<file path="src/verilog/eid_pkg.sv">
// eid_pkg: register map, field layout and operation codes of the
// extended instruction decoder.
// assumes a 32-bit AXI4-Lite register bus and 20-bit operands.
package eid_pkg;
    localparam int          AXI_AW       = 8;
    localparam logic [7:0]  ADDR_PREFIX  = 8'h00;
    localparam logic [7:0]  ADDR_OPCTL   = 8'h04;
    localparam logic [7:0]  ADDR_SRC     = 8'h08;
    localparam logic [7:0]  ADDR_DST     = 8'h0C;
    localparam logic [7:0]  ADDR_FLAGS   = 8'h10;
    localparam logic [7:0]  ADDR_RESULT  = 8'h14;
    localparam logic [7:0]  ADDR_DECODE  = 8'h18;
    localparam logic [7:0]  ADDR_SP      = 8'h1C;
    localparam logic [1:0]  RESP_OKAY    = 2'h0;
    localparam logic [1:0]  RESP_SLVERR  = 2'h2;
    // prefix word layout
    localparam logic [4:0]  PREFIX_OPC   = 5'h03;
    localparam int          PFX_OPC_LSB  = 11;
    localparam int          PFX_SRC_LSB  = 7;
    localparam int          PFX_AL_BIT   = 6;
    localparam int          PFX_REP_BIT  = 7;
    localparam int          PFX_DST_LSB  = 0;
    // operation control layout
    localparam int          OPC_OP_LSB   = 0;
    localparam int          OPC_BW_BIT   = 5;
    localparam int          OPC_N_LSB    = 6;
    localparam int          OPC_RM_BIT   = 10;
    // status flag positions
    localparam int          FLAG_C       = 0;
    localparam int          FLAG_Z       = 1;
    localparam int          FLAG_N       = 2;
    localparam int          FLAG_V       = 3;
    // reset values and operand size masks
    localparam logic [15:0] PREFIX_RST   = 16'h0000;
    localparam logic [19:0] SP_RST       = 20'h0_0000;
    localparam logic [19:0] MASK_BYTE    = 20'h0_00FF;
    localparam logic [19:0] MASK_WORD    = 20'h0_FFFF;
    localparam logic [19:0] MASK_ADDR    = 20'hF_FFFF;

    typedef enum logic [4:0] {
        OP_MOV, OP_ADD, OP_ADDC, OP_SUB, OP_SUBC, OP_CMP, OP_DADD,
        OP_BIT, OP_BIC, OP_BIS, OP_XOR, OP_AND,
        OP_CALL, OP_MULTI_REGISTER_POP, OP_MULTI_REGISTER_PUSH, OP_PUSH,
        OP_MULTI_ROTATE_CARRY_RIGHT, OP_MULTI_UNSIGNED_RIGHT, OP_MULTI_ARITH_RIGHT, OP_MULTI_ARITH_LEFT,
        OP_RRC, OP_RRU, OP_RRA, OP_SWPB, OP_SXT
    } eid_op_t;

    // encoded as {length bit, byte/word bit}
    typedef enum logic [1:0] {
        SZ_RSV, SZ_ADDR, SZ_WORD, SZ_BYTE
    } eid_size_t;
endpackage

</file>
<file path="src/verilog/eid_prefix_dec.sv">
// eid_prefix_dec: combinational split of a candidate prefix word.
// assumes the caller supplies the low nibble of the named register.
`timescale 1ns/10ps
module eid_prefix_dec
    import eid_pkg::*;
(
    input  wire logic [15:0] word,
    input  wire logic        reg_mode,
    input  wire logic [3:0]  reg_low,
    output logic             is_prefix,
    output logic             len_bit,
    output logic [3:0]       src_hi,
    output logic [3:0]       dst_hi,
    output logic [4:0]       rep_count
);
    logic [3:0] rep_m1;

    // bits 5:4 are never looked at
    assign is_prefix = word[15:PFX_OPC_LSB] == PREFIX_OPC;
    assign len_bit   = word[PFX_AL_BIT];
    assign src_hi    = word[PFX_SRC_LSB +: 4];
    assign dst_hi    = word[PFX_DST_LSB +: 4];
    // count held as n-1, from the word or from the register
    assign rep_m1    = (reg_mode && word[PFX_REP_BIT]) ? reg_low
                                                       : word[3:0];
    assign rep_count = {1'b0, rep_m1} + 5'h01;
endmodule

</file>
<file path="src/verilog/eid_bcd_add.sv">
// eid_bcd_add: combinational nibble-ripple decimal adder with carry per digit.
// assumes both operands hold valid decimal digits.
`timescale 1ns/10ps
module eid_bcd_add #(
    parameter int NIB = 5
) (
    input  wire logic [4*NIB-1:0] a,
    input  wire logic [4*NIB-1:0] b,
    input  wire logic             cin,
    output logic [4*NIB-1:0]      sum,
    output logic [NIB-1:0]        cout
);
    logic [NIB:0] chain;

    assign chain[0] = cin;
    genvar g;
    generate
        for (g = 0; g < NIB; g++)
        begin : g_dig
            logic [4:0] raw;
            logic       over;
            assign raw  = {1'b0, a[4*g +: 4]} + {1'b0, b[4*g +: 4]}
                        + {4'h0, chain[g]};
            assign over = raw > 5'h09;
            assign sum[4*g +: 4] = over ? 4'(raw + 5'h06) : raw[3:0];
            assign cout[g]       = over;
            assign chain[g+1]    = over;
        end
    endgenerate
endmodule

</file>
<file path="src/verilog/eid_core.sv">
// eid_core: extension prefix decoder and extended operation unit
// behind an AXI4-Lite slave; software loads prefix, operands and an
// operation code, and the block returns result, flags and decode.
// assumes a single clock and a master that keeps AXI4-Lite rules.
`timescale 1ns/10ps
module eid_core
    import eid_pkg::*;
(
    input  wire logic              aclk,
    input  wire logic              aresetn,
    input  wire logic              s_axi_awvalid,
    output logic                   s_axi_awready,
    input  wire logic [AXI_AW-1:0] s_axi_awaddr,
    input  wire logic              s_axi_wvalid,
    output logic                   s_axi_wready,
    input  wire logic [31:0]       s_axi_wdata,
    input  wire logic [3:0]        s_axi_wstrb,
    output logic                   s_axi_bvalid,
    input  wire logic              s_axi_bready,
    output logic [1:0]             s_axi_bresp,
    input  wire logic              s_axi_arvalid,
    output logic                   s_axi_arready,
    input  wire logic [AXI_AW-1:0] s_axi_araddr,
    output logic                   s_axi_rvalid,
    input  wire logic              s_axi_rready,
    output logic [31:0]            s_axi_rdata,
    output logic [1:0]             s_axi_rresp
);
    logic              aw_full_q, w_full_q, bvalid_q, rvalid_q, go_q;
    logic [AXI_AW-1:0] aw_addr_q;
    logic [31:0]       w_data_q, rdata_q, wr_val;
    logic [3:0]        w_strb_q;
    logic [1:0]        bresp_q, rresp_q;
    logic              commit, rd_take;
    logic [15:0]       prefix_q, opctl_q, src_q;
    logic [19:0]       dst_q, result_q, sp_q;
    logic [3:0]        flags_q;
    logic              wrote_q;
    logic              is_prefix, len_bit, eff_len, eff_bw;
    logic [3:0]        src_hi, dst_hi;
    logic [4:0]        rep_count;
    eid_op_t           op;
    eid_size_t         sz;
    logic              op_bad, size_err;
    logic [19:0]       m, a, d, r, top, b_op;
    logic [20:0]       t;
    logic [3:0]        f;
    logic              we, upd, cy;
    logic [4:0]        cnt;
    logic [6:0]        delta;
    logic [19:0]       sp_d;
    logic [19:0]       bcd_sum;
    logic [4:0]        bcd_c;

    function automatic logic [31:0] merge(logic [31:0] old,
                                          logic [31:0] nw,
                                          logic [3:0]  st);
        logic [31:0] o;
        o = old;
        for (int i = 0; i < 4; i++)
            if (st[i])
                o[8*i +: 8] = nw[8*i +: 8];
        return o;
    endfunction

    // ---------------- AXI4-Lite slave ----------------
    assign s_axi_awready = !aw_full_q;
    assign s_axi_wready  = !w_full_q;
    assign s_axi_bvalid  = bvalid_q;
    assign s_axi_bresp   = bresp_q;
    assign s_axi_arready = !rvalid_q;
    assign s_axi_rvalid  = rvalid_q;
    assign s_axi_rdata   = rdata_q;
    assign s_axi_rresp   = rresp_q;
    // address and data may arrive in either order; commit needs both
    assign commit  = aw_full_q && w_full_q && !bvalid_q;
    assign rd_take = s_axi_arvalid && !rvalid_q;

    always_ff @(posedge aclk)
        if (!aresetn)
        begin
            aw_full_q <= 1'b0;
            aw_addr_q <= '0;
        end
        else if (s_axi_awvalid && !aw_full_q)
        begin
            aw_full_q <= 1'b1;
            aw_addr_q <= s_axi_awaddr;
        end
        else if (commit)
            aw_full_q <= 1'b0;

    always_ff @(posedge aclk)
        if (!aresetn)
        begin
            w_full_q <= 1'b0;
            w_data_q <= '0;
            w_strb_q <= '0;
        end
        else if (s_axi_wvalid && !w_full_q)
        begin
            w_full_q <= 1'b1;
            w_data_q <= s_axi_wdata;
            w_strb_q <= s_axi_wstrb;
        end
        else if (commit)
            w_full_q <= 1'b0;

    always_ff @(posedge aclk)
        if (!aresetn)
        begin
            bvalid_q <= 1'b0;
            bresp_q  <= RESP_OKAY;
        end
        else if (commit)
        begin
            bvalid_q <= 1'b1;
            case (aw_addr_q)
                ADDR_PREFIX, ADDR_OPCTL, ADDR_SRC, ADDR_DST,
                ADDR_FLAGS, ADDR_SP:
                    bresp_q <= RESP_OKAY;
                default:
                    bresp_q <= RESP_SLVERR;
            endcase
        end
        else if (s_axi_bready)
            bvalid_q <= 1'b0;

    always_ff @(posedge aclk)
        if (!aresetn)
        begin
            rvalid_q <= 1'b0;
            rdata_q  <= '0;
            rresp_q  <= RESP_OKAY;
        end
        else if (rd_take)
        begin
            rvalid_q <= 1'b1;
            rresp_q  <= RESP_OKAY;
            case (s_axi_araddr)
                ADDR_PREFIX: rdata_q <= {16'h0000, prefix_q};
                ADDR_OPCTL:  rdata_q <= {16'h0000, opctl_q};
                ADDR_SRC:    rdata_q <= {12'h000, src_hi, src_q};
                ADDR_DST:    rdata_q <= {12'h000, dst_q};
                ADDR_FLAGS:  rdata_q <= {28'h000_0000, flags_q};
                ADDR_RESULT: rdata_q <= {12'h000, result_q};
                ADDR_DECODE: rdata_q <= {5'h00, delta, wrote_q,
                                         (sz == SZ_ADDR) ? 2'h2 : 2'h1,
                                         rep_count, dst_hi, src_hi,
                                         size_err, sz, is_prefix};
                ADDR_SP:     rdata_q <= {12'h000, sp_q};
                default:
                begin
                    rdata_q <= '0;
                    rresp_q <= RESP_SLVERR;
                end
            endcase
        end
        else if (s_axi_rready)
            rvalid_q <= 1'b0;

    // ---------------- software registers ----------------
    assign wr_val = merge(32'h0000_0000, w_data_q, w_strb_q);

    always_ff @(posedge aclk)
        if (!aresetn)
        begin
            prefix_q <= PREFIX_RST;
            opctl_q  <= '0;
            src_q    <= '0;
            dst_q    <= '0;
        end
        else if (commit)
            case (aw_addr_q)
                ADDR_PREFIX:
                    prefix_q <= 16'(merge({16'h0, prefix_q}, w_data_q,
                                          w_strb_q));
                ADDR_OPCTL:
                    opctl_q <= 16'(merge({16'h0, opctl_q}, w_data_q,
                                         w_strb_q));
                ADDR_SRC:
                    src_q <= 16'(merge({16'h0, src_q}, w_data_q,
                                       w_strb_q));
                ADDR_DST:
                    dst_q <= 20'(merge({12'h0, dst_q}, w_data_q,
                                       w_strb_q));
                default:
                    prefix_q <= prefix_q;
            endcase

    // a write to the operation register starts one execution
    always_ff @(posedge aclk)
        if (!aresetn)
            go_q <= 1'b0;
        else
            go_q <= commit && aw_addr_q == ADDR_OPCTL && |w_strb_q;

    // ---------------- decode ----------------
    eid_prefix_dec u_pfx (
        .word      (prefix_q),
        .reg_mode  (opctl_q[OPC_RM_BIT]),
        .reg_low   (dst_q[3:0]),
        .is_prefix (is_prefix),
        .len_bit   (len_bit),
        .src_hi    (src_hi),
        .dst_hi    (dst_hi),
        .rep_count (rep_count)
    );

    assign op_bad = opctl_q[OPC_OP_LSB +: 5] > 5'(OP_SXT);
    assign op     = eid_op_t'(opctl_q[OPC_OP_LSB +: 5]);
    // a non-prefix word leaves plain 16/8-bit operation
    assign eff_len = is_prefix ? len_bit : 1'b1;
    // multi, swap and sign extend take size from the length bit alone,
    // so length 0 means the 20-bit form rather than the reserved code
    assign eff_bw  = (op inside {OP_SWPB, OP_SXT, OP_MULTI_ROTATE_CARRY_RIGHT, OP_MULTI_UNSIGNED_RIGHT, OP_MULTI_ARITH_RIGHT,
                                 OP_MULTI_ARITH_LEFT, OP_MULTI_REGISTER_PUSH, OP_MULTI_REGISTER_POP})
                   ? !eff_len : opctl_q[OPC_BW_BIT];
    assign sz = eid_size_t'({eff_len, eff_bw});
    // byte form of swap and sign extend is not applicable
    assign size_err = sz == SZ_RSV || op_bad
                   || ((op == OP_SWPB || op == OP_SXT)
                       && opctl_q[OPC_BW_BIT]);

    always_comb
        case (sz)
            SZ_BYTE: m = MASK_BYTE;
            SZ_WORD: m = MASK_WORD;
            default: m = MASK_ADDR;
        endcase
    assign top = m ^ (m >> 1);
    // the source operand carries the prefix's upper nibble; the destination uses dst_q
    assign a = {src_hi, src_q} & m;
    assign d = dst_q & m;

    eid_bcd_add #(.NIB(5)) u_bcd (
        .a    (a),
        .b    (d),
        .cin  (flags_q[FLAG_C]),
        .sum  (bcd_sum),
        .cout (bcd_c)
    );

    // push/pop counts run 1..16, shift counts 1..4
    assign cnt = (op == OP_MULTI_REGISTER_PUSH || op == OP_MULTI_REGISTER_POP)
               ? {1'b0, opctl_q[OPC_N_LSB +: 4]} + 5'h01
               : {3'b000, opctl_q[OPC_N_LSB +: 2]} + 5'h01;
    assign delta = (sz == SZ_ADDR) ? {cnt, 2'b00}
                                   : {1'b0, cnt, 1'b0};

    // ---------------- operation unit ----------------
    always_comb
    begin
        logic [19:0] v;
        logic        c, nc;
        v    = d;
        c    = flags_q[FLAG_C];
        nc   = 1'b0;
        cy   = 1'b0;
        t    = '0;
        b_op = '0;
        r    = d;
        f    = flags_q;
        we   = 1'b1;
        upd  = 1'b1;
        sp_d = sp_q;
        case (op)
            OP_MOV, OP_BIC, OP_BIS:
            begin
                upd = 1'b0;
                r = op == OP_MOV ? a : op == OP_BIC ? (~a & d) : (a | d);
            end
            OP_ADD, OP_ADDC, OP_SUB, OP_SUBC, OP_CMP:
            begin
                b_op = (op == OP_ADD || op == OP_ADDC) ? a : (~a & m);
                cy = op == OP_ADD ? 1'b0 : (op == OP_SUB || op == OP_CMP)
                   ? 1'b1 : c;
                t = {1'b0, d} + {1'b0, b_op} + {20'h0_0000, cy};
                r = t[19:0] & m;
                we = op != OP_CMP;
                f[FLAG_C] = |({t[20], t[19:0] & ~m} & {1'b1, top << 1});
                f[FLAG_V] = ((d & top) == (b_op & top))
                         && ((r & top) != (d & top));
            end
            OP_DADD:
            begin
                r = bcd_sum & m;
                f[FLAG_C] = sz == SZ_BYTE ? bcd_c[1] : sz == SZ_WORD
                          ? bcd_c[3] : bcd_c[4];
                f[FLAG_V] = 1'b0;
            end
            OP_BIT, OP_AND, OP_XOR:
            begin
                r  = op == OP_XOR ? (a ^ d) : (a & d);
                we = op != OP_BIT;
                f[FLAG_V] = op == OP_XOR && |(a & d & top);
            end
            OP_CALL:
            begin
                r    = a;
                upd  = 1'b0;
                sp_d = sp_q - 20'h0_0004;
            end
            OP_PUSH:
            begin
                r    = a;
                upd  = 1'b0;
                sp_d = sp_q - ((sz == SZ_ADDR) ? 20'h0_0004 : 20'h0_0002);
            end
            OP_MULTI_REGISTER_PUSH, OP_MULTI_REGISTER_POP:
            begin
                upd  = 1'b0;
                sp_d = op == OP_MULTI_REGISTER_PUSH ? sp_q - {13'h0000, delta}
                                      : sp_q + {13'h0000, delta};
                r    = sp_d;
            end
            OP_MULTI_ROTATE_CARRY_RIGHT, OP_MULTI_UNSIGNED_RIGHT, OP_MULTI_ARITH_RIGHT, OP_MULTI_ARITH_LEFT, OP_RRC, OP_RRU, OP_RRA:
            begin
                f[FLAG_V] = 1'b0;
                for (int i = 0; i < 4; i++)
                    if (i < cnt || (i == 0))
                        if (op inside {OP_RRC, OP_RRU, OP_RRA} && i > 0)
                            v = v;
                        else if (op == OP_MULTI_ARITH_LEFT)
                        begin
                            nc = |(v & top);
                            v  = (v << 1) & m;
                            f[FLAG_V] = f[FLAG_V]
                                     || (nc != |(v & top));
                            c  = nc;
                        end
                        else
                        begin
                            nc = v[0];
                            v  = v >> 1;
                            if ((op inside {OP_MULTI_ROTATE_CARRY_RIGHT, OP_RRC} && c)
                                || (op inside {OP_MULTI_ARITH_RIGHT, OP_RRA}
                                    && |(d & top)))
                                v = v | top;
                            c  = nc;
                        end
                r = v;
                f[FLAG_C] = c;
            end
            OP_SWPB:
            begin
                r   = {d[19:16], d[7:0], d[15:8]} & m;
                upd = 1'b0;
            end
            OP_SXT:
            begin
                r = d[7] ? (d | (m & ~MASK_BYTE)) : (d & MASK_BYTE);
                f[FLAG_V] = 1'b0;
            end
            default:
            begin
                we  = 1'b0;
                upd = 1'b0;
            end
        endcase
        f[FLAG_N] = |(r & top);
        f[FLAG_Z] = (r & m) == 20'h0_0000;
        if (op inside {OP_BIT, OP_AND, OP_XOR, OP_SXT})
            f[FLAG_C] = !f[FLAG_Z];
        if (!upd)
            f = flags_q;
    end

    // an invalid size or code leaves all state untouched
    always_ff @(posedge aclk)
        if (!aresetn)
        begin
            result_q <= '0;
            wrote_q  <= 1'b0;
        end
        else if (go_q && !size_err)
        begin
            result_q <= r;
            wrote_q  <= we;
        end

    // execution wins over a software write in the same cycle
    always_ff @(posedge aclk)
        if (!aresetn)
            flags_q <= '0;
        else if (go_q && !size_err)
            flags_q <= f;
        else if (commit && aw_addr_q == ADDR_FLAGS)
            flags_q <= wr_val[3:0];

    always_ff @(posedge aclk)
        if (!aresetn)
            sp_q <= SP_RST;
        else if (go_q && !size_err)
            sp_q <= sp_d;
        else if (commit && aw_addr_q == ADDR_SP)
            sp_q <= 20'(merge({12'h0, sp_q}, w_data_q, w_strb_q));
endmodule

</file>
<file path="config.mk">
export PLATFORM = sky130hd
export DESIGN_NAME = eid_core
export DESIGN_NICKNAME = d
export VERILOG_FILES = /design/src/verilog/eid_pkg.sv /design/src/verilog/eid_prefix_dec.sv /design/src/verilog/eid_bcd_add.sv /design/src/verilog/eid_core.sv
export SDC_FILE = /design/constraint.sdc
export NUM_CORES = 1
export LEC_CHECK = 0
export BUFFER_PORTS_ARGS = -buffer_cell sky130_fd_sc_hd__buf_2
export CORE_UTILIZATION = 40
export CTS_CLUSTER_DIAMETER = 100
export CTS_CLUSTER_SIZE = 16
export DETAILED_ROUTE_END_ITERATION = 10
export SLEW_MARGIN = 5
export SYNTH_ARGS = -nofsm -noshare
export SYNTH_HDL_FRONTEND = slang
export SYNTH_HIERARCHICAL = 1
export SYNTH_SLANG_ARGS = --single-unit
</file>
<file path="constraint.sdc">
create_clock -name aclk -period 14.6 [get_ports aclk]
set_input_delay 2.92 -clock aclk [delete_from_list [all_inputs] [get_ports aclk]]
set_output_delay 2.92 -clock aclk [all_outputs]
set_load 0.1 [all_outputs]
</file>
==> results.sh <==
export IMPL_grtUsageTotal=0.361
export IMPL_worstPathRequired_ns=14.94
export IMPL_crit_type="register to register"
export IMPL_insertion_delay_ns=0.45
export IMPL_critPathSlowestCell="o31ai_4"
export IMPL_ctsHoldBuffers=0
export IMPL_fmax_mhz=83.0
export IMPL_fin_crit_ns=12.05
export IMPL_cts_tree="done"
export IMPL_num_vias=19100
export IMPL_num_nets_final=2451
export IMPL_vias_per_cell=6.64
export IMPL_antenna_found_initial=3
export IMPL_wire_per_inst_um=28.0
export IMPL_grt_pass1_vias=18000
export IMPL_syn_to_final_growth_pct=9.21
export IMPL_drive_above_1_share=0.104
export IMPL_ant_nets=0
export IMPL_root_buffer="clkbuf_16"
export IMPL_place_area_um2=18200
export IMPL_rrSetupSlack_ns=2.55
export IMPL_r2r_cells=44
export IMPL_core_area_um2=42300
export IMPL_finalWorstSetupSlack_ns=2.55
export IMPL_drt_pass1_iterations=6
export IMPL_finalInstanceArea_um2=18900
export IMPL_fillers=4322
export IMPL_ctsResizeCount=0
export IMPL_grt_pass1_wl_um=119000
export IMPL_clkSlewWorstSetupHoldPaths_ns=0.07
export IMPL_placedCellCount=2848
export IMPL_maxSlewHeadroom=0.161
export IMPL_clock_sinks=178
export IMPL_hold_violations=0
export IMPL_maxCapViolCount=0
export IMPL_avgSynthCellArea_um2=7.53
export IMPL_die_x_um=210
export IMPL_regArea_um2=3560
export IMPL_slew_violations=0
export IMPL_dp_slack_ns=2.73
export IMPL_first_iter_violations=2236
export IMPL_cp_slowest_stage_delay_ns=0.49
export IMPL_cts_made_buffers=17
export IMPL_synthCells=2297
export IMPL_post_cts_buffers=0
export IMPL_whs_path_depth=2
export IMPL_fin_crit_sh=0.825
export IMPL_critPathArrivalTime_ns=12.39
export IMPL_crit_path_end_kind="register"
export IMPL_grt_max_degree=98
export IMPL_ios=100
export IMPL_start_util=0.409
export IMPL_status="completed"
export IMPL_worst_path_max_fanout=15
export IMPL_total_leakage_power_nw=7.59
export IMPL_numPortBuffers=79
export IMPL_power_density_nw_per_um2=57.2
export IMPL_multi_input_area_um2=12800
export IMPL_setup_viol=0
export IMPL_hpwlAfterDp_um=60200
export IMPL_rows=75
export IMPL_wirelength_um=80800
export IMPL_die_h_um=210
export IMPL_crit_path_frequent_cell="fa_1"
export IMPL_rsz0062_at_grt="no"
export IMPL_dieArea_um2=44100
export IMPL_stdcell_count=2882
export IMPL_yosys_warnings=6
export IMPL_hp_class="register to register"
export IMPL_final_setup_tns_ns=0
export IMPL_clock_skew_ns=0.00736
export IMPL_cp_start_kind="register"
export IMPL_drc=0
export IMPL_syn_area_um2=17300
export IMPL_h_tree_depth=4
export IMPL_grt_overflow=0
export IMPL_vdd_drop_max_uv=90.3
export IMPL_gp_congestion=1.05
export IMPL_ctsLongestPathBuffers=2
export IMPL_worst_slew_pin_slew_ns=1.24
==> worst max-delay path: cells and delay by family, from the launching register on <==
kind                       cells  cell delay (ns)
adders and majority gates     15             5.19
AOI/OAI and AO/OA             17             3.76
xor gates and xnor gates       4             1.37
and+or+nand+nor                4             0.74
buffers and inverters          4             0.58
DFF                            1             0.30
==> metrics by stage <==
step	hold slack [ns]	power, W	utilization
after global routing	0.487	0.00111	0.446
after floorplan	0.443	0.000560	-
final	0.463	0.00108	0.446
after CTS	0.469	0.00109	0.446
after detailed placement	0.458	0.000582	0.431
after global placement	0.460	0.000580	0.431
==> final cells by class <==
type,instances,area share
diodes,2,0.000265
clock buffers,17,0.0225
clock inverters,15,0.0118
inverters,56,0.0111
multi-input cells,1888,0.679
flip-flops and latches,178,0.189
well taps,577,0.0382
repair buffers,149,0.0489
==> placed cells by master (no fill, tap or decap), types with 44 or more instances in the layout <==
cell type	instances
nor2_1	150
mux2i_1	109
buf_4	71
o21ai_0	127
inv_1	56
xnor2_1	44
nor2b_1	125
nor3_1	53
a31oi_1	48
buf_2	78
dfxtp_1	178
ha_1	89
a21oi_1	150
nand2_1	240
a22oi_1	49
nand3_1	66
==> report_power, final <==
| part | internal [W] | total [W] | switching (W) |
|---|---|---|---|
| clock network | 0.000292 | 0.000510 | 0.000218 |
| logic | 0.0000208 | 0.0000668 | 0.0000461 |
| registers | 0.000492 | 0.000504 | 0.0000119 |
| total | 0.000805 | 0.00108 | 0.000276 |
==> per-layer routing <==
metal	track usage	share of wire	vias up
met4	0.232	0.071	0
met5	0	0	-
li1	-	-	8544
met1	0.453	0.40	9164
met2	0.554	0.43	1136
met3	0.0881	0.10	303
==> sequential cells by signal (all words and copies together), names as in the netlist <==
signal        cells
aw_full_q         1
s_axi_bresp       1
opctl_q          16
go_q              1
aw_addr_q         8
s_axi_rvalid      1
w_data_q         20
dst_q            20
sp_q             20
result_q         20
w_strb_q          4
s_axi_rdata      26
s_axi_bvalid      1
prefix_q         16
flags_q           4
src_q            16
s_axi_rresp       1
wrote_q           1
w_full_q          1
==> final timing paths <==
check,endpoint,startpoint
max reg2reg,flags_q[0],dst_q[0]
min,s_axi_bresp[1],s_axi_bresp[1]
min reg2reg,s_axi_bresp[1],s_axi_bresp[1]
max,flags_q[0],dst_q[0]
Note: power is estimated with default switching activity, not from simulation.
